<file path="src/include/scpt_pkg.sv">
// -----------------------------------------------------------------
// Shared definitions for the seconds clock and periodic timer.
// -----------------------------------------------------------------
package scpt_pkg;

    // Register address width, wide enough for the byte addresses.
    localparam int ADDR_W = 22;
    // Prescaler width, holds the larger one-second division.
    localparam int PRE_W = 25;

    typedef logic [ADDR_W-1:0] scpt_addr_t;

    // One bus request from software.
    typedef struct packed {
        logic wr;
        logic rd;
        scpt_addr_t addr;
        logic [31:0] wdata;
    } scpt_bus_s;

    // One interrupt request with its priority level.
    typedef struct packed {
        logic req;
        logic [7:0] level;
    } scpt_irq_s;

    // Byte addresses of the registers.
    localparam scpt_addr_t CLK_CTRL_OFS = 22'h2fc220;
    localparam scpt_addr_t SEC_OFS = 22'h2fc224;
    localparam scpt_addr_t ALARM_OFS = 22'h2fc22c;
    localparam scpt_addr_t KEY_OFS = 22'h2fc230;
    localparam scpt_addr_t PIT_CTRL_OFS = 22'h2fc240;
    localparam scpt_addr_t PIT_RELOAD_OFS = 22'h2fc244;
    localparam scpt_addr_t PIT_COUNT_OFS = 22'h2fc248;

    // Value that opens the locked registers.
    localparam logic [31:0] KEY_VALUE = 32'h55ccaa33;

    // Field positions of both control words; the level field is common to both.
    localparam int B_LEVEL_LO = 0;
    localparam int B_LEVEL_HI = 7;
    localparam int B_TICK_FLAG = 8;
    localparam int B_ALARM_FLAG = 9;
    localparam int B_SLOW_SEL = 11;
    localparam int B_TICK_IE = 12;
    localparam int B_ALARM_IE = 13;
    localparam int B_CLK_HALT = 14;
    localparam int B_CLK_RUN = 15;
    localparam int B_PIT_FLAG = 8;
    localparam int B_PIT_IE = 13;
    localparam int B_PIT_HALT = 14;
    localparam int B_PIT_RUN = 15;

    // Values after reset.
    localparam logic [15:0] CTRL_RST = 16'h0000;
    localparam logic [31:0] WORD_RST = 32'h00000000;

    // One-second tick in oscillator periods for each source rate.
    localparam int TICK_PERIOD_S = 1;
    localparam int FAST_OSC_HZ = 20_000_000;
    localparam int SLOW_OSC_HZ = 4_000_000;
    localparam int FAST_TICK_CYC = TICK_PERIOD_S * FAST_OSC_HZ;
    localparam int SLOW_TICK_CYC = TICK_PERIOD_S * SLOW_OSC_HZ;

endpackage

</file>
<file path="src/rtl/scpt_top.sv">
`timescale 1ns/1ps
// Function
// RULE_01 - Clock control bit 15 runs seconds counter.
// RULE_02 - Seconds counter is 32-bit read/write.
// RULE_03 - Seconds write clears the sub-second prescaler.
// RULE_04 - Key 0x55CCAA33 unlocks clock registers.
// RULE_05 - Alarm is 32-bit, compared continuously.
// RULE_06 - Alarm match raises maskable request.
// RULE_07 - Alarm match resolution is one second.
// RULE_08 - Periodic bits 0:7 give request level.
// RULE_09 - Periodic flag sets at zero count.
// RULE_10 - Writing one clears periodic flag.
// RULE_11 - Periodic enable gates flag onto request.
// RULE_12 - Periodic halt bit freezes during debug.
// RULE_13 - Periodic run bit stops or decrements.
// RULE_14 - Reload is 16 bits, upper reserved.
// RULE_15 - Current count is read-only.
// RULE_16 - Periodic control clears on reset.
// RULE_17 - Alarm flag on match, tick flag per second.
// RULE_18 - Alarm and tick enables gate requests.
// RULE_19 - Slow select picks 4 or 20 MHz.
// RULE_20 - Clock flags clear by writing one.
// RULE_21 - Zero count reloads and keeps counting.
// RULE_22 - Seconds counter increments on each tick.

module scpt_top #(
    parameter int unsigned P_FAST_DIV = scpt_pkg::FAST_TICK_CYC,
    parameter int unsigned P_SLOW_DIV = scpt_pkg::SLOW_TICK_CYC,
    parameter int PIT_W = 16
) (
    input wire logic I_SYS_CLK,
    input wire logic I_RESET,
    input wire scpt_pkg::scpt_bus_s I_BUS,
    input wire logic I_OSC_TICK,
    input wire logic I_FREEZE,
    output logic [31:0] O_RDATA,
    output scpt_pkg::scpt_irq_s O_CLK_IRQ,
    output scpt_pkg::scpt_irq_s O_PIT_IRQ
);
    import scpt_pkg::*;

    // -------------------------------------------------------------
    // Address decoding
    // -------------------------------------------------------------

    // True when a write strobe targets the given register.
    function automatic logic wr_hit(scpt_bus_s b, scpt_addr_t ofs);
        wr_hit = b.wr && (b.addr == ofs);
    endfunction

    // Open state of the key lock.
    logic unlocked_r;
    // Write strobes per register, locked ones gated by the key.
    logic wr_clk;
    logic wr_sec;
    logic wr_alarm;
    logic wr_pit_ctrl;
    logic wr_pit_reload;

    // Locked registers only accept writes while the key is open.
    assign wr_clk = wr_hit(I_BUS, CLK_CTRL_OFS) && unlocked_r; // [RULE_04]
    assign wr_sec = wr_hit(I_BUS, SEC_OFS) && unlocked_r; // [RULE_04]
    assign wr_alarm = wr_hit(I_BUS, ALARM_OFS) && unlocked_r; // [RULE_04]
    // The periodic registers are always open.
    assign wr_pit_ctrl = wr_hit(I_BUS, PIT_CTRL_OFS);
    assign wr_pit_reload = wr_hit(I_BUS, PIT_RELOAD_OFS);

    // -------------------------------------------------------------
    // Key lock
    // -------------------------------------------------------------

    // Locked after reset; the key opens, any other value closes.
    always_ff @(posedge I_SYS_CLK) begin
        if (I_RESET) begin
            unlocked_r <= 1'b0;
        end else if (wr_hit(I_BUS, KEY_OFS)) begin
            unlocked_r <= (I_BUS.wdata == KEY_VALUE); // [RULE_04]
        end
    end

    // -------------------------------------------------------------
    // Seconds clock
    // -------------------------------------------------------------

    // Clock control word and its decoded enables.
    logic [15:0] clk_ctrl_r;
    logic clk_run;
    logic [PRE_W-1:0] pre_r;
    logic [PRE_W-1:0] pre_limit;
    logic sec_tick;
    logic [31:0] sec_r;
    logic [31:0] alarm_r;
    logic match;
    logic match_r;
    logic alarm_evt;

    // Counting stops when disabled or frozen by debug.
    assign clk_run = clk_ctrl_r[B_CLK_RUN] // [RULE_01]
        && !(clk_ctrl_r[B_CLK_HALT] && I_FREEZE);

    // The limit follows the selected oscillator rate.
    assign pre_limit = clk_ctrl_r[B_SLOW_SEL] // [RULE_19]
        ? PRE_W'(P_SLOW_DIV - 1) : PRE_W'(P_FAST_DIV - 1);

    // A compare by at-least keeps a rate change from overrunning.
    assign sec_tick = clk_run && I_OSC_TICK && (pre_r >= pre_limit);

    // Sub-second prescaler counting oscillator periods.
    always_ff @(posedge I_SYS_CLK) begin
        if (I_RESET) begin
            pre_r <= '0;
        end else if (wr_sec) begin
            // A full second follows a time write.
            pre_r <= '0; // [RULE_03]
        end else if (clk_run && I_OSC_TICK) begin
            pre_r <= sec_tick ? '0 : pre_r + PRE_W'(1);
        end
    end

    // Seconds counter, written by software or advanced per tick.
    always_ff @(posedge I_SYS_CLK) begin
        if (I_RESET) begin
            sec_r <= WORD_RST;
        end else if (wr_sec) begin
            sec_r <= I_BUS.wdata; // [RULE_02]
        end else if (sec_tick) begin
            sec_r <= sec_r + 32'h00000001; // [RULE_22]
        end
    end

    // Alarm value, written only while unlocked.
    always_ff @(posedge I_SYS_CLK) begin
        if (I_RESET) begin
            alarm_r <= WORD_RST;
        end else if (wr_alarm) begin
            alarm_r <= I_BUS.wdata; // [RULE_05]
        end
    end

    // Compare on whole seconds only; the prescaler takes no part.
    assign match = (sec_r == alarm_r); // [RULE_05] [RULE_07]

    // Remember the previous compare so a standing match fires once.
    // It resets high: reset leaves both values equal, and that is no new match.
    always_ff @(posedge I_SYS_CLK) begin
        if (I_RESET) begin
            match_r <= 1'b1;
        end else begin
            match_r <= match;
        end
    end

    // A new match is the alarm event.
    assign alarm_evt = match && !match_r; // [RULE_06]

    // Clock control word: fields on unlocked writes, flags sticky.
    always_ff @(posedge I_SYS_CLK) begin
        if (I_RESET) begin
            clk_ctrl_r <= CTRL_RST;
        end else begin
            if (wr_clk) begin
                // Level, select, enables, halt and run follow the write.
                clk_ctrl_r[B_LEVEL_HI:B_LEVEL_LO] <=
                    I_BUS.wdata[B_LEVEL_HI:B_LEVEL_LO];
                clk_ctrl_r[B_SLOW_SEL] <= I_BUS.wdata[B_SLOW_SEL]; // [RULE_19]
                clk_ctrl_r[B_TICK_IE] <= I_BUS.wdata[B_TICK_IE];
                clk_ctrl_r[B_ALARM_IE] <= I_BUS.wdata[B_ALARM_IE];
                clk_ctrl_r[B_CLK_HALT] <= I_BUS.wdata[B_CLK_HALT];
                clk_ctrl_r[B_CLK_RUN] <= I_BUS.wdata[B_CLK_RUN]; // [RULE_01]
            end
            // Each flag clears on a written one; a new event wins.
            clk_ctrl_r[B_TICK_FLAG] <= sec_tick || (clk_ctrl_r[B_TICK_FLAG] // [RULE_17]
                && !(wr_clk && I_BUS.wdata[B_TICK_FLAG])); // [RULE_20]
            clk_ctrl_r[B_ALARM_FLAG] <= alarm_evt || (clk_ctrl_r[B_ALARM_FLAG] // [RULE_17]
                && !(wr_clk && I_BUS.wdata[B_ALARM_FLAG])); // [RULE_20]
        end
    end

    // -------------------------------------------------------------
    // Periodic timer
    // -------------------------------------------------------------

    // Periodic control word, reload value and down counter.
    logic [15:0] pit_ctrl_r;
    logic [PIT_W-1:0] pit_reload_r;
    logic [PIT_W-1:0] pit_count_r;
    logic [PIT_W-1:0] pit_count_nxt;
    logic pit_step;
    logic pit_evt;

    // One step per oscillator period while running and not frozen.
    assign pit_step = pit_ctrl_r[B_PIT_RUN] && I_OSC_TICK // [RULE_13]
        && !(pit_ctrl_r[B_PIT_HALT] && I_FREEZE); // [RULE_12]

    // A spent count reloads; otherwise the count goes down by one.
    assign pit_count_nxt = (pit_count_r == '0) // [RULE_21]
        ? pit_reload_r : pit_count_r - PIT_W'(1);

    // Arriving at zero is the periodic event.
    assign pit_evt = pit_step && (pit_count_nxt == '0); // [RULE_09]

    // Down counter; stopped it keeps its value, writes never reach it.
    always_ff @(posedge I_SYS_CLK) begin
        if (I_RESET) begin
            pit_count_r <= '0;
        end else if (pit_step) begin
            pit_count_r <= pit_count_nxt; // [RULE_13] [RULE_15]
        end
    end

    // Reload register, upper half reserved and never stored.
    always_ff @(posedge I_SYS_CLK) begin
        if (I_RESET) begin
            pit_reload_r <= '0;
        end else if (wr_pit_reload) begin
            pit_reload_r <= I_BUS.wdata[PIT_W-1:0]; // [RULE_14]
        end
    end

    // Periodic control word; hard reset clears every bit.
    always_ff @(posedge I_SYS_CLK) begin
        if (I_RESET) begin
            pit_ctrl_r <= CTRL_RST; // [RULE_16]
        end else begin
            if (wr_pit_ctrl) begin
                pit_ctrl_r[B_LEVEL_HI:B_LEVEL_LO] <= // [RULE_08]
                    I_BUS.wdata[B_LEVEL_HI:B_LEVEL_LO];
                pit_ctrl_r[B_PIT_IE] <= I_BUS.wdata[B_PIT_IE]; // [RULE_11]
                pit_ctrl_r[B_PIT_HALT] <= I_BUS.wdata[B_PIT_HALT]; // [RULE_12]
                pit_ctrl_r[B_PIT_RUN] <= I_BUS.wdata[B_PIT_RUN]; // [RULE_13]
            end
            // Written one clears; an event in that cycle wins.
            pit_ctrl_r[B_PIT_FLAG] <= pit_evt || (pit_ctrl_r[B_PIT_FLAG] // [RULE_09]
                && !(wr_pit_ctrl && I_BUS.wdata[B_PIT_FLAG])); // [RULE_10]
        end
    end

    // -------------------------------------------------------------
    // Read port and request outputs
    // -------------------------------------------------------------

    // Read data stands only in the cycle after the strobe.
    always_ff @(posedge I_SYS_CLK) begin
        if (I_RESET || !I_BUS.rd) begin
            O_RDATA <= WORD_RST;
        end else begin
            unique case (I_BUS.addr)
                CLK_CTRL_OFS: O_RDATA <= {16'h0000, clk_ctrl_r};
                SEC_OFS: O_RDATA <= sec_r; // [RULE_02]
                ALARM_OFS: O_RDATA <= alarm_r;
                PIT_CTRL_OFS: O_RDATA <= {16'h0000, pit_ctrl_r};
                PIT_RELOAD_OFS: O_RDATA <= 32'(pit_reload_r); // [RULE_14]
                PIT_COUNT_OFS: O_RDATA <= 32'(pit_count_r); // [RULE_15]
                // The key and unmapped addresses read as zero.
                default: O_RDATA <= WORD_RST;
            endcase
        end
    end

    // Requests are registered so the outputs come from flip-flops.
    always_ff @(posedge I_SYS_CLK) begin
        if (I_RESET) begin
            O_CLK_IRQ <= '0;
            O_PIT_IRQ <= '0;
        end else begin
            O_CLK_IRQ.req <= (clk_ctrl_r[B_TICK_FLAG] // [RULE_18]
                && clk_ctrl_r[B_TICK_IE])
                || (clk_ctrl_r[B_ALARM_FLAG] && clk_ctrl_r[B_ALARM_IE]); // [RULE_06]
            O_CLK_IRQ.level <= clk_ctrl_r[B_LEVEL_HI:B_LEVEL_LO];
            O_PIT_IRQ.req <= pit_ctrl_r[B_PIT_FLAG] && pit_ctrl_r[B_PIT_IE]; // [RULE_11]
            O_PIT_IRQ.level <= pit_ctrl_r[B_LEVEL_HI:B_LEVEL_LO]; // [RULE_08]
        end
    end
endmodule

</file>
<file path="config.mk">
export PLATFORM = sky130hd
export DESIGN_NAME = scpt_top
export DESIGN_NICKNAME = d
export VERILOG_FILES = /design/src/include/scpt_pkg.sv /design/src/rtl/scpt_top.sv
export SDC_FILE = /design/constraint.sdc
export NUM_CORES = 1
export LEC_CHECK = 0
export ABC_AREA = 1
export BUFFER_PORTS_ARGS = -buffer_cell sky130_fd_sc_hd__buf_4
export CELL_PAD_IN_SITES_DETAIL_PLACEMENT = 1
export CELL_PAD_IN_SITES_GLOBAL_PLACEMENT = 1
export CORE_MARGIN = 4
export CORE_UTILIZATION = 38
export CTS_CLUSTER_SIZE = 24
export DETAILED_ROUTE_END_ITERATION = 6
export GPL_TIMING_DRIVEN = 0
export PLACE_DENSITY = 0.76
export SLEW_MARGIN = 10
export SYNTH_ARGS = -nofsm -noshare
export SYNTH_HDL_FRONTEND = slang
export SYNTH_SLANG_ARGS = --single-unit
</file>
<file path="constraint.sdc">
create_clock -name I_SYS_CLK -period 2 [get_ports I_SYS_CLK]
set_input_delay 0 -clock I_SYS_CLK [delete_from_list [all_inputs] [get_ports I_SYS_CLK]]
set_output_delay 0 -clock I_SYS_CLK [all_outputs]
set_load 0.1 [all_outputs]
</file>
# Yosys cells after proc, flatten, opt, wreduce, memory -nomap -nowiden
# Cells that the tools add are included.
[totals]
inputBits = 60
regBits = 200
out_inout_bits = 50
elab_cells = 78
[classes]
muxes = 6
n_reduce_logical = 43
n_eq_ne = 9
order_cmp = 1
addsub = 3
[op_table]
columns = ["operator", "n"]
rows = [
  ["32-bit one-hot mux with 6 select lines", 1],
  ["22-bit equality test, second input constant", 7],
  ["32-bit 2-to-1 mux", 2],
  ["25-bit 2-to-1 mux", 2],
  ["32-bit by 1-bit adder with 32-bit output, second input constant", 1],
  ["32-bit by 31-bit equality test with 1-bit output, second input constant", 1],
  ["32-bit equality test", 1],
  ["16-bit logical NOT", 2],
  ["1-bit logical AND", 27],
  ["25-bit by 1-bit adder with 25-bit output, second input constant", 1],
  ["25-bit >= comparator", 1],
  ["16-bit 2-to-1 mux", 1],
  ["16-bit by 1-bit subtractor with 16-bit output, second input constant", 1],
  ["1-bit logical NOT", 7],
  ["1-bit logical OR", 5],
  ["2-bit nonzero test", 1],
  ["2-bit OR reduction", 1],
]

# Longest topological paths before layout
# Gate-level depths: netlist of run 1.
[depth]
depth_word = 7
mapped_depth = 13
mapped_depth_nobuf = 13

# Worst setup path after synthesis of run 1
# Ideal clock, no wire load.
[synth_timing]
path_kind = "reg2reg"
from = "register clk_ctrl_r[11]"
to = "register sec_r[27]"
synth_period_minus_slack_ns = 1.941
setup_ns = 0.071
setup_slack_ns = 0.059
path_stages_with_launch = 11
required_ns = 1.929
t_arrival_ns = 1.871
path_cell_list = "dfxtp_1 inv_1 ha_1 a21oi_1 nand2_1 a21boi_0 nand4_1 nand2_1 clkbuf_1 nand3_1 a21oi_1"
[synth_via]
elab_chain_len = 4
[synth_lines]
columns = ["element", "line", "source"]
rows = [
  ["from (decl)", "scpt_top.sv:86", "logic [15:0] clk_ctrl_r;"],
  ["from (signal, indexed assignment)", "scpt_top.sv:163", "clk_ctrl_r[B_LEVEL_HI:B_LEVEL_LO] <="],
  ["from (signal, indexed assignment)", "scpt_top.sv:165", "clk_ctrl_r[B_SLOW_SEL] <= I_BUS.wdata[B_SLOW_SEL];"],
  ["from (signal, indexed assignment)", "scpt_top.sv:166", "clk_ctrl_r[B_TICK_IE] <= I_BUS.wdata[B_TICK_IE];"],
  ["25-bit 2-to-1 mux", "scpt_top.sv:103", "? PRE_W'(P_SLOW_DIV - 1) : PRE_W'(P_FAST_DIV - 1);"],
  ["25-bit >= comparator", "scpt_top.sv:106", "assign sec_tick = clk_run && I_OSC_TICK && (pre_r >= pre_limit);"],
  ["1-bit logical AND", "scpt_top.sv:106", ""],
  ["2-bit nonzero test (no source line)", "--", ""],
  ["to (signal assigned)", "scpt_top.sv:125", "sec_r <= I_BUS.wdata;"],
  ["to (signal assigned)", "scpt_top.sv:127", "sec_r <= sec_r + 32'h00000001;"],
  ["to (decl)", "scpt_top.sv:91", "logic [31:0] sec_r;"],
]
# Every way passes these cells.
# A chain may end at the register's enable or synchronous reset.

# Worst setup path in the final report of run 1
[layout_timing]
from = "register clk_ctrl_r[11]"
to = "register sec_r[29]"
# Same word-level chain as after synthesis.

==> metrics, run 1 <==
area leader, netlist=dfxtp_1; initial DRC count=~1100; clock buffer count from CTS=17; Die ar.=approximately 31000 µm²; fin area=between 10000 and 15000 µm²; critical path's largest stage delay=0.39 ns; DRT Pass-1 Iters=5; NetSw=between 2 and 2.5 mW; P_int=6.02 mW; setup TNS=-6.02 ns; GRT Overall Usage=28.7%; total gr overflow=0; Hold Fails Final Rpt=0; Crit Path Category=flop to flop; largest net degree at the start of global routing=23; share of power burned in registers=47.7%; Placed Cells=about 2100; Syn Area/Cell=approximately 6.6 µm²; Layout area overhead=32.6%; Final ANT Viol Nets=0; Worst-path clk slew=around 0.090 ns; CP endpoint kind=flop; Non-Filler Instances=2219; Vias=around 12000; IO Count=110; worst-path fanout max=7; Yosys warning count=0; Max Freq=between 400 and 500 MHz; RSZ-0062 raised after global routing=yes; CP required=between 2 and 2.5 ns; outcome=finished with violations; residual DRC count=0; IO buf count=between 100 and 150; Synth Register Bits=200; Routed WL=approximately 47000 µm; final net count=about 1900; CTS tree=yes; Yosys top cell area share=37.1%; P_leak=5.90 nW; EDFF count, synth=0; post-route setup slack=-0.155 ns; Synth Flop Type=dfxtp_1; Sw Share=between 20% and 30%; placement row count=between 60 and 70; Tmin final=between 2 and 2.5 ns; global-route wire length before repair=around 70000 µm; Synth async-reset ratio=0%; gpl congestion=~0.93; Root Buffer=clkbuf_16; Hold Path Class=input port to flop; dpl hpwl=33200 µm; Chip Width=roughly 180 µm; final clock skew=0.0174 ns; hold slack=around 0.022 ns; combinational power share=between 5 and 6%; clk sink count=200; core area=between 20000 and 30000 µm²; initial antenna violation count=3; Max H-tree Level=4; placed inst area=around 12000 µm²; Synth Net Count=approximately 1700; Critical Path Source Type=flop; Final period util=108%; vias per cell=5.53; post-synth cell types=38; Max-Cap Viols=0; vias in the first global route=12381; Initial Utilization=between 30 and 40%; GR peak layer=met2; WL/cell=21.1 µm; pwr/cell area=between 500 and 600 nW/µm²; peak supply drop=about 470 µV; setup violators final=57; share of cells above drive strength 1=19.4%; CP Cell Sequence=ha_1 -> inv_1 -> nor2_2 -> nand2_1 -> o21ai_1 -> nand2_1 -> nand4_1 -> nand2_4 -> nand3_4 -> buf_12 -> buf_12 -> o21ai_2; Max Root-Sink Buffers=2; Filler cells=~3600; pre-CTS WS=-0.831 ns; met2 GRT Util=a little under half; Worst-Margin Slew=between 0.9 and 1 ns; grt met3 use=roughly 5.9%; Final Max Tran Viols=0; Mapped Cells=roughly 1600; failing checks=negative setup slack; clk_lat worst skew=0.46 ns; max_slew headroom=34.6%; top cells by area, synth=dfxtp_1, nand2_1, inv_1, nor2_1, a21oi_1; Critical-path top delay cell=dfxtp_4; clock power share=46.6%; die height=about 180 µm; CP arrival=approximately 2.6 ns; Mapped Area=between 10000 and 15000 µm²; Worst R2R Setup Slack=-0.16 ns; met1 usage=36.8%; register area share after synthesis=37.1%
[logic make-up (layout without fill, tap and decap cells)]
logic type | after synthesis | after routing | synth area share, %
AND/OR/NAND/NOR | 769 | 769 | 31.7
buffers and inverters | 305 | 508 | 11.0
AO/OA/AOI/OAI | 291 | 291 | 14.1
flip-flops | 200 | 200 | 37.1
XOR/XNOR | 63 | 63 | 5.11
adder cells (fa/ha/maj) | 9 | 9 | 1.04
other | 0 | 1 | 0
[what timing repair did]
item / CTS / global route
hold endpoints to repair: 100 / 0
cloned: 1 / 6
hold buffers: 34 / 0
pin swaps: 15 / 44
endpoints found under the setup margin: 59 / 83
gates resized for setup: 85 / 163
setup buffers: 8 / 17
[stage by stage]
step                      utilization (%)  power (mW)
final                                51.2        8.33
after global routing                 51.2        8.51
after CTS                            48.1        8.28
after detailed placement             43.2        4.42
after global placement               43.2        4.42
after floorplan                         -        4.20
[flip-flops by register name (all words and copies together), names as in the netlist]
name	flops
O_PIT_IRQ	9
unlocked_r	1
pit_count_r	16
sec_r	32
pit_ctrl_r	12
O_CLK_IRQ	9
clk_ctrl_r	15
pre_r	25
match_r	1
O_RDATA	32
pit_reload_r	16
alarm_r	32
[power groups by stage]
stage	Sequential, mW	Combinational [mW]	Clock [mW]
finish	3.97	0.478	3.88
CTS	3.98	0.428	3.88
detailed placement	4.07	0.352	0
floorplan	4.07	0.125	0
global placement	4.07	0.348	0
global route	3.97	0.502	4.03
[routing by layer]
metal / vias to the layer above / part of all wire, %
li1: 5718 / -
met2: 486 / 48
met5: - / 0.019
met3: 109 / 7.9
met1: 5960 / 41
met4: 2 / 3.8
[path summary, 6_finish.rpt]
kind                         start                to  cells past startpoint
setup reg to reg    clk_ctrl_r[11]         sec_r[29]                     12
hold reg to reg   pit_reload_r[12]  pit_reload_r[12]                      2
hold / removal           I_BUS[36]        unlocked_r                      6
setup / recovery    clk_ctrl_r[11]         sec_r[29]                     12
[critical path: cells and delay by family, from the launching register on]
| kind | cells | cell delay (ns) |
|---|---|---|
| simple gates | 6 | 0.71 |
| buf+inv | 3 | 0.45 |
| flops | 1 | 0.39 |
| fa+ha+maj | 1 | 0.31 |
| compound gates | 2 | 0.19 |
[cells in the final DEF (no fill, tap or decap), types with 12 or more instances in the layout]
cell / count
a21oi_2: 14
a21oi_1: 111
inv_1: 217
nand2_1: 309
nand2_4: 14
nor2_4: 24
o21ai_0: 117
xor2_1: 32
buf_4: 129
clkbuf_16: 23
nand2_2: 12
dfxtp_2: 14
nand4_1: 82
nor2_2: 18
clkbuf_1: 47
nand3_2: 14
nor3_1: 22
nand3_1: 87
dfxtp_1: 183
xnor2_1: 30
o22ai_1: 20
nor3_2: 12
nor2_1: 151
dlygate4sd3_1: 34
[Yosys cell counts (5+ instances only)]
library cell and number:
nor2_2 6, o21ai_1 9, buf_2 15, nand2_1 334
nor2_1 187, nor3_1 35, nand4_1 82, a21oi_1 125
buf_1 7, o21ai_0 123, inv_1 223, xnor2_1 30
xor2_1 33, nor4_1 6, ha_1 9, nand3_1 101
o22ai_1 21, o211ai_1 5, clkbuf_1 54, dfxtp_1 200
[area by class of cell]
class                           instances  area, µm²  share of cell area, %
Multi-Input combinational cell       1132       6290                   44.0
Sequential cell                       200       4030                   28.2
Timing Repair Buffer                  174       1540                   10.8
Clock inverter                         15        220                   1.54
Clock buffer                           17        425                   2.97
Antenna cell                            1       2.50                 0.0175
Buffer                                 78        459                   3.21
Inverter                              224        860                   6.01
Tap cell                              378        473                   3.30
No activity file was read; power rests on OpenSTA's default activity.
==> run 2, diff against run 1 <==
--- a/config.mk
+++ b/config.mk
@@ -10,11 +10,11 @@
 export CELL_PAD_IN_SITES_DETAIL_PLACEMENT = 1
 export CELL_PAD_IN_SITES_GLOBAL_PLACEMENT = 1
 export CORE_MARGIN = 4
-export CORE_UTILIZATION = 38
+export CORE_UTILIZATION = 34
 export CTS_CLUSTER_SIZE = 24
 export DETAILED_ROUTE_END_ITERATION = 6
 export GPL_TIMING_DRIVEN = 0
-export PLACE_DENSITY = 0.76
+export PLACE_DENSITY = 0.69
 export SLEW_MARGIN = 10
 export SYNTH_ARGS = -nofsm -noshare
 export SYNTH_HDL_FRONTEND = slang
==> metrics, run 2 (synthesis gave the netlist of run 1 again) <==
outcome=finished with violations; failing checks=negative setup slack; die height=186 µm (+5.5%); Critical Path Source Type=flop; P_leak=5.72 nW (-3.0%); Root Buffer=clkbuf_16; final net count=1887 (-0.47%); Worst R2R Setup Slack=-0.24 ns (-0.09 ns); Tmin final=2.24 ns (+0.0861 ns); Pwr Total=8.19 mW (-1.7%); dpl hpwl=34100 µm (+2.8%); global-route wire length before repair=68700 µm (-1.7%); fin util=45.0% (-6.3 points); post-route setup slack=-0.242 ns (-0.0861 ns); Vias=11885 (-3.2%); total gr overflow=0 (unchanged); initial antenna violation count=1 (-2); CTS tree=yes; Worst-path clk slew=0.09 ns (about the same); setup violators final=58 (+1.8%); hold path endpoint=pit_count_r[1]; gpl congestion=0.948 (+1.5%); pwr/cell area=589 nW/µm² (+1.2%); Initial Utilization=34.9% (-3.7 points); ANT cells=0 (-1); Chip Width=186 µm (+5.5%); Max Root-Sink Buffers=2 (unchanged); residual DRC count=0 (unchanged); IO buf count=108 (unchanged); IO Count=110 (unchanged); Hold Fails Final Rpt=0 (unchanged); share of cells above drive strength 1=17.5% (-1.9 points); Max Freq=446 MHz (-3.8%); clk_lat worst skew=0.48 ns (+0.02 ns); Die ar.=34700 µm² (+11%); most frequent cells in the layout=nand2_1, inv_1, dfxtp_1; placed inst area=12100 µm² (+0.19%); Filler cells=3965 (+9.7%); Largest regs=O_RDATA (32), alarm_r (32), sec_r (32); Hold Path Class=input port to flop; placement row count=64 (+4.9%); CP endpoint kind=flop; RR Startpoint=clk_ctrl_r[11]; clock buffer count from CTS=17 (unchanged); Max-Cap Viols=0 (unchanged); core area=30900 µm² (+11%); WL/cell=20.4 µm (-3.3%); fin area=13900 µm² (-2.9%); max_slew headroom=32.4% (-2.2 points); Placed Cells=2141 (+0.85%); largest net degree at the start of global routing=24 (+4.3%); RR Endpoint=sec_r[9]; Final Max Tran Viols=0 (unchanged); setup TNS=-10.92 ns (-4.90 ns); Crit Path Category=flop to flop; Routed WL=45400 µm (-2.9%); Worst-Margin Slew=1.01 ns (+0.0331 ns); pre-CTS WS=-0.861 ns (-0.0297 ns); hold_sp=I_OSC_TICK; GRT Overall Usage=25.9% (-2.7 points); RSZ-0062 raised after global routing=yes; DRT Pass-1 Iters=7 (+2); vias in the first global route=12001 (-3.1%); CP required=2.36 ns (-0.03 ns); vias per cell=5.34 (-3.5%); hold slack=0.0384 ns (+0.0160 ns); most common cell after layout, fill and taps aside=nand2_1; Layout area overhead=28.8%; CP arrival=2.60 ns (+0.05 ns); peak supply drop=627 µV (+35%); Max H-tree Level=4 (unchanged); Final ANT Viol Nets=0 (unchanged); Worst R2R Path Depth=11 (-1); clk sink count=200 (unchanged); final clock skew=0.0163 ns (-0.00105 ns); Non-Filler Instances=2227 (+0.36%); Final period util=112% (+4.3 points); hold path depth=5 (-1); initial DRC count=865 (-22%); worst-path fanout max=7 (unchanged)
## run 2: cell types whose count changed in the layout (fill, tap and decap cells not counted), sizes merged
cell and delta:
bufinv -1, buf -7, inv +4, dlygate4sd3 -1, clkbuf -1, diode -1, clkinvlp +1, clkinv -4
## run 2: how the worst max path moves through the flow
stage | from | end | slack (ns) | cells past startpoint
finish | clk_ctrl_r[11] | sec_r[9] | -0.24 | 11
global route | clk_ctrl_r[11] | sec_r[9] | -0.33 | 13
CTS | clk_ctrl_r[11] | sec_r[29] | -0.20 | 10
detailed placement | clk_ctrl_r[11] | sec_r[21] | -0.86 | 10
global placement | clk_ctrl_r[11] | sec_r[19] | -0.78 | 10
floorplan | clk_ctrl_r[11] | sec_r[27] | 0.06 | 10
## run 2: what timing repair did
action	CTS	global route
hold buffers	33	0
setup buffers	6	14
cloned	1	2
gates resized for setup	70	110
pin swaps	8	32
hold endpoints to repair	104	0
endpoints found under the setup margin	74	94
## run 2: area by class of cell
| cell class | instances | area (µm²) | area share (%) |
|---|---|---|---|
| clock inverter | 15 | 201 | 1.45 |
| multi-input combinational | 1132 | 6050 | 43.6 |
| inverter | 224 | 853 | 6.14 |
| clock buffer | 17 | 425 | 3.06 |
| sequential | 200 | 4030 | 29.0 |
| tap | 396 | 495 | 3.57 |
| timing repair buffer | 164 | 1390 | 9.97 |
| buffer | 79 | 450 | 3.24 |
## run 2: layer usage
metal  vias to the layer above  share of wire [%]  track usage (%)
met5                         -                  0                0
met4                         0                2.3             7.96
met3                        58                5.7             4.73
met2                       350                 47             42.6
met1                      5773                 45             34.8
li1                       5704                  -                -
## run 2: power by group
group / internal [mW] / switching, mW / total, mW
combinational: 0.162 / 0.275 / 0.437
clock: 1.76 / 2.02 / 3.78
sequential: 3.97 / 0.000000314 / 3.97
total: 5.89 / 2.30 / 8.19
## run 2: critical path, cell delays in order, from the launching register on
cell and delay, ns:
dfxtp_4 0.40, clkinvlp_4 0.15, ha_4 0.26, a21oi_2 0.12, nand2_1 0.08, a21boi_1 0.15
nand4_1 0.18, nand2_4 0.24, nand2_8 0.14, clkbuf_16 0.22, nand3_1 0.08, o21ai_0 0.09
